<file path="src/hw/dls_map.svh">
`ifndef DLS_MAP_SVH
`define DLS_MAP_SVH

// ----------------------------------------
// register offsets
// ----------------------------------------
`define DLS_OFS_SUMMARY 8'h3d
`define DLS_OFS_IN1 8'h3e
`define DLS_OFS_IN2 8'h3f

// ----------------------------------------
// reset values
// ----------------------------------------
`define DLS_RST_SUMMARY 8'h00
`define DLS_RST_IN1 8'h00
`define DLS_RST_IN2 8'h00
`define DLS_RST_RDDATA 8'h00
`define DLS_UNMAPPED_DATA 8'h00

// ----------------------------------------
// summary field positions
// ----------------------------------------
`define DLS_SUM_IN1 7
`define DLS_SUM_IN2 6
`define DLS_SUM_OUT1 5
`define DLS_SUM_OUT2 4
`define DLS_SUM_BATLOW 3
`define DLS_SUM_RSVD_HI 2
`define DLS_SUM_RSVD_LO 0

// ----------------------------------------
// input channel detail field positions
// ----------------------------------------
`define DLS_IN_OPEN 7
`define DLS_IN_SHORTED 6
`define DLS_IN_POS_GND 5
`define DLS_IN_NEG_GND 4
`define DLS_IN_POS_BIAS 3
`define DLS_IN_NEG_BIAS 2
`define DLS_IN_POS_BAT 1
`define DLS_IN_NEG_BAT 0

// ----------------------------------------
// detector synchroniser
// ----------------------------------------
`define DLS_DET_WIDTH 19
`define DLS_SYNC_LATENCY 2

`endif

</file>
<file path="src/hw/dls_pkg.sv">
package dls_pkg;

  typedef logic [7:0] dls_byte_t;

  // one-hot register select
  typedef enum logic [3:0] {
    SEL_NONE = 4'b0001,
    SEL_SUM  = 4'b0010,
    SEL_IN1  = 4'b0100,
    SEL_IN2  = 4'b1000
  } dls_sel_t;

endpackage

</file>
<file path="src/hw/dls_diag_live_status_regs.sv">
`timescale 1ns/10ps
`include "dls_map.svh"

// Operation
// - the summary register at 0x3D is read-only and resets to all zeros.
// - summary bit 7 is one while input channel 1 has any fault.
// - summary bit 6 is one while input channel 2 has any fault.
// - summary bit 5 is one while output channel 1 has any fault.
// - summary bit 4 is one while output channel 2 has any fault.
// - summary bit 3 is one while a battery short with battery below bias is seen on any channel.
// - summary bits 2 to 0 read zero and software writes only zero there.
// - input 1 register at 0x3E shows open inputs in bit 7 and inputs shorted together in bit 6.
// - input 1 bits 5 and 4 show positive and negative input shorted to ground.
// - input 1 bits 3 and 2 show positive and negative input shorted to the bias.
// - input 1 bits 1 and 0 show positive and negative input shorted to the battery.
// - input 2 register at 0x3F shows open inputs in bit 7, shorted inputs in bit 6, reset zero.
// - input 2 bits 5 and 4 show positive and negative input shorted to ground.
// - input 2 bits 3 and 2 show positive and negative input shorted to the bias.
// - input 2 bits 1 and 0 show positive and negative input shorted to the battery.
module dls_diag_live_status_regs (
  // clock and reset
  input wire logic core_clk,
  input wire logic nrst,
  // register read port
  input wire logic regRd,
  input wire logic [7:0] regAddr,
  output logic [7:0] regRdData,
  output logic regRdValid,
  // input channel 1 detectors
  input wire logic in1Open,
  input wire logic in1Shorted,
  input wire logic in1PosGnd,
  input wire logic in1NegGnd,
  input wire logic in1PosBias,
  input wire logic in1NegBias,
  input wire logic in1PosBat,
  input wire logic in1NegBat,
  // input channel 2 detectors
  input wire logic in2Open,
  input wire logic in2Shorted,
  input wire logic in2PosGnd,
  input wire logic in2NegGnd,
  input wire logic in2PosBias,
  input wire logic in2NegBias,
  input wire logic in2PosBat,
  input wire logic in2NegBat,
  // output channels and battery
  input wire logic out1Fault,
  input wire logic out2Fault,
  input wire logic batShortLow
);

  // ----------------------------------------
  // reset release
  // ----------------------------------------
  logic rstMeta;
  logic rstN;

  always_ff @(posedge core_clk or negedge nrst) begin
    if (!nrst) begin
      rstMeta <= 1'b0;
      rstN <= 1'b0;
    end else begin
      rstMeta <= 1'b1;
      rstN <= rstMeta;
    end
  end

  // ----------------------------------------
  // detector synchronisers
  // ----------------------------------------
  // detectors are analog and asynchronous; two flops per bit, no filtering
  logic [`DLS_DET_WIDTH-1:0] rawDet;
  logic [`DLS_DET_WIDTH-1:0] detMeta;
  logic [`DLS_DET_WIDTH-1:0] detLive;

  assign rawDet = {in1Open, in1Shorted, in1PosGnd, in1NegGnd, in1PosBias, in1NegBias, in1PosBat, in1NegBat,
                   in2Open, in2Shorted, in2PosGnd, in2NegGnd, in2PosBias, in2NegBias, in2PosBat, in2NegBat,
                   out1Fault, out2Fault, batShortLow};

  genvar gi;
  generate
    for (gi = 0; gi < `DLS_DET_WIDTH; gi = gi + 1) begin : g_sync
      always_ff @(posedge core_clk or negedge rstN) begin
        if (!rstN) begin
          detMeta[gi] <= 1'b0;
          detLive[gi] <= 1'b0;
        end else begin
          detMeta[gi] <= rawDet[gi];
          detLive[gi] <= detMeta[gi];
        end
      end
    end
  endgenerate

  // ----------------------------------------
  // register images
  // ----------------------------------------
  dls_pkg::dls_byte_t in1Live;
  dls_pkg::dls_byte_t in2Live;
  dls_pkg::dls_byte_t summary;

  // live images are pure wiring of the synchronised detectors, nothing latches
  assign in1Live = detLive[18:11];
  assign in2Live = detLive[10:3];

  always_comb begin
    summary = `DLS_RST_SUMMARY;
    summary[`DLS_SUM_IN1] = |in1Live;
    summary[`DLS_SUM_IN2] = |in2Live;
    summary[`DLS_SUM_OUT1] = detLive[2];
    summary[`DLS_SUM_OUT2] = detLive[1];
    summary[`DLS_SUM_BATLOW] = detLive[0];
  end

  // ----------------------------------------
  // read decode
  // ----------------------------------------
  dls_pkg::dls_sel_t sel;
  dls_pkg::dls_byte_t next_rdData;

  always_comb begin
    unique case (regAddr)
      `DLS_OFS_SUMMARY: sel = dls_pkg::SEL_SUM;
      `DLS_OFS_IN1: sel = dls_pkg::SEL_IN1;
      `DLS_OFS_IN2: sel = dls_pkg::SEL_IN2;
      default: sel = dls_pkg::SEL_NONE;
    endcase
  end

  always_comb begin
    unique case (sel)
      dls_pkg::SEL_SUM: next_rdData = summary;
      dls_pkg::SEL_IN1: next_rdData = in1Live;
      dls_pkg::SEL_IN2: next_rdData = in2Live;
      dls_pkg::SEL_NONE: next_rdData = `DLS_UNMAPPED_DATA;
      default: next_rdData = `DLS_UNMAPPED_DATA;
    endcase
  end

  // ----------------------------------------
  // read data
  // ----------------------------------------
  // a read only samples; no flag here is cleared by it
  always_ff @(posedge core_clk or negedge rstN) begin
    if (!rstN) begin
      regRdData <= `DLS_RST_RDDATA;
    end else if (regRd) begin
      regRdData <= next_rdData;
    end
  end

  always_ff @(posedge core_clk or negedge rstN) begin
    if (!rstN) begin
      regRdValid <= 1'b0;
    end else begin
      regRdValid <= regRd;
    end
  end

  // ----------------------------------------
  // checks
  // ----------------------------------------
  property p_sum_read;
    @(posedge core_clk) disable iff (!rstN)
    regRd && regAddr == `DLS_OFS_SUMMARY |=> regRdValid && regRdData == $past(summary);
  endproperty
  a_sum_read: assert property (p_sum_read) else $error("summary read data wrong");

  property p_in1_any;
    @(posedge core_clk) disable iff (!rstN)
    $past(rstN, 2) |-> summary[`DLS_SUM_IN1] == (|$past(rawDet[18:11], 2));
  endproperty
  a_in1_any: assert property (p_in1_any) else $error("input 1 summary not OR of faults");

  property p_in2_any;
    @(posedge core_clk) disable iff (!rstN)
    $past(rstN, 2) |-> summary[`DLS_SUM_IN2] == (|$past(rawDet[10:3], 2));
  endproperty
  a_in2_any: assert property (p_in2_any) else $error("input 2 summary not OR of faults");

  property p_out1;
    @(posedge core_clk) disable iff (!rstN)
    $rose(out1Fault) ##1 out1Fault |=> summary[`DLS_SUM_OUT1];
  endproperty
  a_out1: assert property (p_out1) else $error("output 1 fault not in summary");

  property p_out2;
    @(posedge core_clk) disable iff (!rstN)
    $fell(out2Fault) ##1 !out2Fault |=> !summary[`DLS_SUM_OUT2];
  endproperty
  a_out2: assert property (p_out2) else $error("output 2 summary not cleared");

  property p_batlow;
    @(posedge core_clk) disable iff (!rstN)
    regRd && regAddr == `DLS_OFS_SUMMARY |=> regRdData[`DLS_SUM_BATLOW] == $past(batShortLow, 3);
  endproperty
  a_batlow: assert property (p_batlow) else $error("battery short summary wrong");

  property p_rsvd;
    @(posedge core_clk) disable iff (!rstN)
    regRd && regAddr == `DLS_OFS_SUMMARY |=> regRdData[`DLS_SUM_RSVD_HI:`DLS_SUM_RSVD_LO] == 3'h0;
  endproperty
  a_rsvd: assert property (p_rsvd) else $error("reserved summary bits not zero");

  property p_in1_map;
    @(posedge core_clk) disable iff (!rstN)
    regRd && regAddr == `DLS_OFS_IN1 |=>
      regRdData[`DLS_IN_OPEN] == $past(in1Open, 3) && regRdData[`DLS_IN_SHORTED] == $past(in1Shorted, 3) &&
      regRdData[`DLS_IN_POS_GND] == $past(in1PosGnd, 3) && regRdData[`DLS_IN_NEG_GND] == $past(in1NegGnd, 3) &&
      regRdData[`DLS_IN_POS_BIAS] == $past(in1PosBias, 3) && regRdData[`DLS_IN_NEG_BIAS] == $past(in1NegBias, 3) &&
      regRdData[`DLS_IN_POS_BAT] == $past(in1PosBat, 3) && regRdData[`DLS_IN_NEG_BAT] == $past(in1NegBat, 3);
  endproperty
  a_in1_map: assert property (p_in1_map) else $error("input 1 field map wrong");

  property p_in2_map;
    @(posedge core_clk) disable iff (!rstN)
    regRd && regAddr == `DLS_OFS_IN2 |=>
      regRdData[`DLS_IN_OPEN] == $past(in2Open, 3) && regRdData[`DLS_IN_SHORTED] == $past(in2Shorted, 3) &&
      regRdData[`DLS_IN_POS_GND] == $past(in2PosGnd, 3) && regRdData[`DLS_IN_NEG_GND] == $past(in2NegGnd, 3) &&
      regRdData[`DLS_IN_POS_BIAS] == $past(in2PosBias, 3) && regRdData[`DLS_IN_NEG_BIAS] == $past(in2NegBias, 3) &&
      regRdData[`DLS_IN_POS_BAT] == $past(in2PosBat, 3) && regRdData[`DLS_IN_NEG_BAT] == $past(in2NegBat, 3);
  endproperty
  a_in2_map: assert property (p_in2_map) else $error("input 2 field map wrong");

  property p_hold;
    @(posedge core_clk) disable iff (!rstN)
    !regRd |=> $stable(regRdData) && !regRdValid;
  endproperty
  a_hold: assert property (p_hold) else $error("read data moved without a read");

  property p_unmapped;
    @(posedge core_clk) disable iff (!rstN)
    regRd && sel == dls_pkg::SEL_NONE |=> regRdData == `DLS_UNMAPPED_DATA;
  endproperty
  a_unmapped: assert property (p_unmapped) else $error("unmapped read not zero");

  property p_reset_regs;
    @(posedge core_clk)
    !rstN |-> regRdData == `DLS_RST_RDDATA && !regRdValid;
  endproperty
  a_reset_regs: assert property (p_reset_regs) else $error("read port not cleared in reset");

  property p_read_valid;
    @(posedge core_clk) disable iff (!rstN)
    regRd |=> regRdValid;
  endproperty
  a_read_valid: assert property (p_read_valid) else $error("read not answered after one cycle");

  property p_out1_clear;
    @(posedge core_clk) disable iff (!rstN)
    $fell(out1Fault) ##1 !out1Fault |=> !summary[`DLS_SUM_OUT1];
  endproperty
  a_out1_clear: assert property (p_out1_clear) else $error("output 1 summary not cleared");

  property p_out2_set;
    @(posedge core_clk) disable iff (!rstN)
    $rose(out2Fault) ##1 out2Fault |=> summary[`DLS_SUM_OUT2];
  endproperty
  a_out2_set: assert property (p_out2_set) else $error("output 2 fault not in summary");

  property p_batlow_set;
    @(posedge core_clk) disable iff (!rstN)
    $rose(batShortLow) ##1 batShortLow |=> summary[`DLS_SUM_BATLOW];
  endproperty
  a_batlow_set: assert property (p_batlow_set) else $error("battery short not in summary");

  property p_batlow_clear;
    @(posedge core_clk) disable iff (!rstN)
    $fell(batShortLow) ##1 !batShortLow |=> !summary[`DLS_SUM_BATLOW];
  endproperty
  a_batlow_clear: assert property (p_batlow_clear) else $error("battery short summary not cleared");

  property p_in1_gnd;
    @(posedge core_clk) disable iff (!rstN)
    $past(rstN, 2) |-> in1Live[`DLS_IN_POS_GND] == $past(in1PosGnd, 2) &&
      in1Live[`DLS_IN_NEG_GND] == $past(in1NegGnd, 2);
  endproperty
  a_in1_gnd: assert property (p_in1_gnd) else $error("input 1 ground short bits wrong");

  property p_in1_bias;
    @(posedge core_clk) disable iff (!rstN)
    $past(rstN, 2) |-> in1Live[`DLS_IN_POS_BIAS] == $past(in1PosBias, 2) &&
      in1Live[`DLS_IN_NEG_BIAS] == $past(in1NegBias, 2);
  endproperty
  a_in1_bias: assert property (p_in1_bias) else $error("input 1 bias short bits wrong");

  property p_in1_bat;
    @(posedge core_clk) disable iff (!rstN)
    $past(rstN, 2) |-> in1Live[`DLS_IN_POS_BAT] == $past(in1PosBat, 2) &&
      in1Live[`DLS_IN_NEG_BAT] == $past(in1NegBat, 2);
  endproperty
  a_in1_bat: assert property (p_in1_bat) else $error("input 1 battery short bits wrong");

  property p_in2_gnd;
    @(posedge core_clk) disable iff (!rstN)
    $past(rstN, 2) |-> in2Live[`DLS_IN_POS_GND] == $past(in2PosGnd, 2) &&
      in2Live[`DLS_IN_NEG_GND] == $past(in2NegGnd, 2);
  endproperty
  a_in2_gnd: assert property (p_in2_gnd) else $error("input 2 ground short bits wrong");

  property p_in2_bias;
    @(posedge core_clk) disable iff (!rstN)
    $past(rstN, 2) |-> in2Live[`DLS_IN_POS_BIAS] == $past(in2PosBias, 2) &&
      in2Live[`DLS_IN_NEG_BIAS] == $past(in2NegBias, 2);
  endproperty
  a_in2_bias: assert property (p_in2_bias) else $error("input 2 bias short bits wrong");

  property p_in2_bat;
    @(posedge core_clk) disable iff (!rstN)
    $past(rstN, 2) |-> in2Live[`DLS_IN_POS_BAT] == $past(in2PosBat, 2) &&
      in2Live[`DLS_IN_NEG_BAT] == $past(in2NegBat, 2);
  endproperty
  a_in2_bat: assert property (p_in2_bat) else $error("input 2 battery short bits wrong");

endmodule

</file>
<file path="config.mk">
export PLATFORM = sky130hd
export DESIGN_NAME = dls_diag_live_status_regs
export DESIGN_NICKNAME = d
export VERILOG_FILES = /design/src/hw/dls_pkg.sv /design/src/hw/dls_diag_live_status_regs.sv
export VERILOG_INCLUDE_DIRS = /design/src /design/src/hw
export SDC_FILE = /design/constraint.sdc
export NUM_CORES = 1
export LEC_CHECK = 0
export ABC_AREA = 1
export BUFFER_PORTS_ARGS = -buffer_cell sky130_fd_sc_hd__buf_2
export CAP_MARGIN = 25
export CORE_MARGIN = 2
export CORE_UTILIZATION = 48
export DETAILED_ROUTE_END_ITERATION = 8
export GPL_TIMING_DRIVEN = 0
export PLACE_DENSITY = 0.72
export SETUP_SLACK_MARGIN = 0.3
export SYNTH_ARGS = -nofsm -noshare
export SYNTH_HDL_FRONTEND = slang
export SYNTH_SLANG_ARGS = --single-unit
</file>
<file path="constraint.sdc">
create_clock -name core_clk -period 2.7 [get_ports core_clk]
set_input_delay 0.27 -clock core_clk [delete_from_list [all_inputs] [get_ports core_clk]]
set_output_delay 0.27 -clock core_clk [all_outputs]
set_load 0.005 [all_outputs]
</file>
* Word level (Yosys, flattened, before mapping)
Index checks and enable logic that the tools add are counted.
Widths: inputs -> output; s select.
** Word-level totals
- Flip-flop bits (word level) :: 49
- Bits of input ports :: 30
- Output and inout bits :: 9
- Logic and storage cells :: 52
** Cells by class
- Eq/ne operators :: 6
- Multiplexer cells :: 2
- Reduce and logical (&&, ||, !) cells :: 2
** Operator list (number)
- $eq 8x6->1 const B :: 3
- $pmux 8 s3 :: 1
- $reduce_or 8->1 :: 2
- $pmux 4 s3 :: 1
- $eq 4x2->1 const B :: 1
- $eq 4x3->1 const B :: 1
- $eq 4x4->1 const B :: 1

* Longest topological paths before layout
- Depth in word-level cells :: 4
- Mapped depth :: 8
- Mapped depth without buffers :: 8

* Worst setup path after synthesis
Ideal clock, no wire load.
- Path kind :: input to register
- Start point :: in regAddr[5]
- End point :: reg regRdData[6]
- Setup time :: 65 ps
- Arrival time :: 870 ps
- Data required time :: 2635 ps
- Path slack :: 1765 ps
- Cell stages on the path :: 7
- Buffers on the path :: 1
- Path through :: nand2_1 nor2_4 buf_6 nand3_1 nand3_1 nand2_1 nand2_1
** On the way
- Cells in the longest elaborated chain, start to end :: 4
- Elaborated cells between the ends (all ways) :: 8
- Those cells by class :: eq/ne (6); mux (2)
** RTL lines
- from (decl) :: line dls_diag_live_status_regs.sv:26 : input wire logic [7:0] regAddr,
- $eq 8x6->1 :: line dls_diag_live_status_regs.sv:123 : unique case (regAddr)
- $pmux 4 s3 (*) :: line dls_diag_live_status_regs.sv:123
- $eq 4x4->1, or another cell as far along :: line dls_diag_live_status_regs.sv:132 : unique case (sel)
- $pmux 8 s3 (*) :: line dls_diag_live_status_regs.sv:132
- to (signal assigned) :: line dls_diag_live_status_regs.sv:147 : regRdData <= `DLS_RST_RDDATA;
- to (signal assigned) :: line dls_diag_live_status_regs.sv:149 : regRdData <= next_rdData;
- to (decl) :: line dls_diag_live_status_regs.sv:27 : output logic [7:0] regRdData,
Mark *: on every way between the ends. The rest lies on a longest branch, timed or not.
A chain may end at the register's enable or synchronous reset.

* Worst setup path after layout
- Start point :: reg regRdData[5]
- End point :: out regRdData[5]
No word-level cell between the ends.

==> results.sh <==
export IMPL_skew_ns=0.007074
export IMPL_r2r_start="detLive[11]$_DFF_PN0_"
export IMPL_peakVddDrop_v=0.0003390
export IMPL_fillerInstances=280
export IMPL_numPortBuffers=38
export IMPL_wl_um=2670
export IMPL_post_place_ws_ns=1.528
export IMPL_crit_path_start_kind="register"
export IMPL_dieArea_um2=4001
export IMPL_die_height_um=63.26
export IMPL_route_detailed_drc=0
export IMPL_cts_sinks=49
export IMPL_cts_tree="yes"
export IMPL_hpwl_um=1844
export IMPL_first_pass_iters=4
export IMPL_cts_root_buffer="clkbuf_4"
export IMPL_vias=1189
export IMPL_tns_ns=0
export IMPL_hold_viol=0
export IMPL_startpoint="regRdData[5]$_DFFE_PN0P_"
export IMPL_critPathBufInv=1
export IMPL_core_area_um2=3363
export IMPL_viasPerCell=4.453
export IMPL_min_path_type="in2reg"
export IMPL_wl_per_cell_um=10.00
export IMPL_finalMaxSlewViolations=0
export IMPL_fmax_mhz=855.8
export IMPL_cp_slowest_cell="dfrtp_1"
export IMPL_setup_viol_count_final=0
export IMPL_postSynthCellCount=155
export IMPL_syn2layout_area_growth_pct=30.14
export IMPL_ys_seq_elements=49
export IMPL_cts_resized=0
export IMPL_path_clk_slew_ns=0.14
export IMPL_fin_nets=250
export IMPL_synthesis_nets=185
export IMPL_synthDistinctLibCells=12
export IMPL_mostFrequentLayoutCell="dfrtp_1"
export IMPL_cp_arrival_ns=0.90
export IMPL_clk_path_buf_depth=2
export IMPL_h_tree_depth=2
export IMPL_syn_area_um2=1685
export IMPL_ys_seq_area_share_pct=72.75
export IMPL_layout_drive_gt1_share_pct=24.89
export IMPL_status="completed"
export IMPL_place_gp_congestion=0.7422
export IMPL_hold_buffers=19
export IMPL_drt_iter0_markers=53
export IMPL_grt_pass1_wl_um=4588
export IMPL_cp_max_fo=2
export IMPL_total_power_mw=1.191
export IMPL_cp_top_family="flip-flops"
export IMPL_endpoint_kind="output pin"
export IMPL_cts_buffers=5
export IMPL_clk_latency_ns=0.37
export IMPL_final_area_um2=2193
export IMPL_setup_ws_ns=1.532
export IMPL_initial_utilization_pct=50.11
export IMPL_grt_max_degree=48
export IMPL_fp_dieW_um=63.26
export IMPL_cp_cell_sequence="buf_2"
export IMPL_period_share_pct=43.28
export IMPL_grtUsageTotal_pct=15.14
export IMPL_min_period_ns=1.168
export IMPL_tightest_slew_ns=0.9027
export IMPL_relSlewSlack_pct=39.82
export IMPL_final_cell_mix="dfrtp_1 (48), nand2_1 (46), buf_2 (39)"
export IMPL_hold_path_startpoint="regRd"
export IMPL_cts_setup_buffers=0
export IMPL_holdWs_ns=0.01347
export IMPL_utilization_pct=65.22
export IMPL_diodes=0
export IMPL_placed_area_um2=1934
export IMPL_antenna_found_initial=0
export IMPL_final_instance_count_excl_fill=267
export IMPL_rsz0062_at_grt="false"
export IMPL_overflow=0
export IMPL_yosysWarnings=0
export IMPL_critical_path_class="reg2out"
export IMPL_grt_pass1_vias=1132
export IMPL_cap_violations=0
export IMPL_power_leakage_nw=1.162
export IMPL_post_place_cells=239
export IMPL_avgSynthCellArea_um2=10.87
export IMPL_slowest_delay_ns=0.41
export IMPL_rows=21
export IMPL_ios=39
export IMPL_ant_nets=0
export IMPL_cp_required_ns=2.43
export IMPL_powerDensity_nw_per_um2=542.8
where the power goes:
| group | internal, mW | switching, mW | leakage, nW |
|---|---|---|---|
| combinational | 0.0432 | 0.0315 | 0.542 |
| sequential | 0.765 | 0.0223 | 0.588 |
| clock | 0.103 | 0.225 | 0.0316 |
worst register-to-register path, stage by stage (launching register included):
cell and delay [ns]:
dfrtp_1 0.40, inv_1 0.06, nand2_1 0.05, nor2_1 0.09, nand2_1 0.05, nand2_1 0.06
nand3_1 0.08, nand2_1 0.07, nand2_1 0.04
Yosys cell counts, drive strengths merged:
library cell | count | share of area (%)
dfrtp | 49 | 73
inv | 23 | 5.1
nand2 | 47 | 11
o21ai | 3 | 0.89
nand3 | 19 | 5.6
buf | 2 | 0.96
conb | 1 | 0.22
nor2 | 11 | 3.8
flip-flops by register name, indices dropped and copies added, names as in the netlist:
| register | cells |
|---|---|
| rstMeta | 1 |
| regRdValid | 1 |
| detLive | 19 |
| rstN | 1 |
| regRdData | 8 |
| detMeta | 19 |
logic make-up after synthesis:
kind of cell / count (synthesis) / share of synthesized area, %
other: 1 / 0.2225
flip-flops: 49 / 72.75
AO/OA/AOI/OAI: 3 / 0.8906
buffers and inverters: 25 / 6.088
AND/OR/NAND/NOR: 77 / 20.04
worst paths after layout:
path | end | slack (ns) | cells after the start
worst max-delay path | regRdData[5] | 1.53 | 1
worst min-delay path | regRdValid$_DFF_PN0_ | 0.01 | 1
worst max register to register | regRdData[7]$_DFFE_PN0P_ | 1.71 | 8
worst min register to register | detLive[2]$_DFF_PN0_ | 0.36 | 0
max in group asynchronous | detMeta[1]$_DFF_PN0_ | 1.74 | 0
min in group asynchronous | rstN$_DFF_PN0_ | 0.20 | 2
layout make-up:
type	count	area [um2]	area share [%]
clock buffers	5	37.54	1.711
well taps	46	57.56	2.624
inverters	23	86.33	3.936
flip-flops and latches	49	1227	55.96
multi-input cells	81	356.6	16.26
plain buffers	2	16.27	0.7416
repair buffers	58	390.4	17.80
clock inverters	3	21.27	0.9698
metal layers:
metal  global-route usage (%)  part of all wire [%]
met3                    4.821                   6.4
met2                    25.80                    51
met1                    16.52                    40
met5                        0                     0
met4                    8.967                   2.7
(Power assumes the default switching activity.)
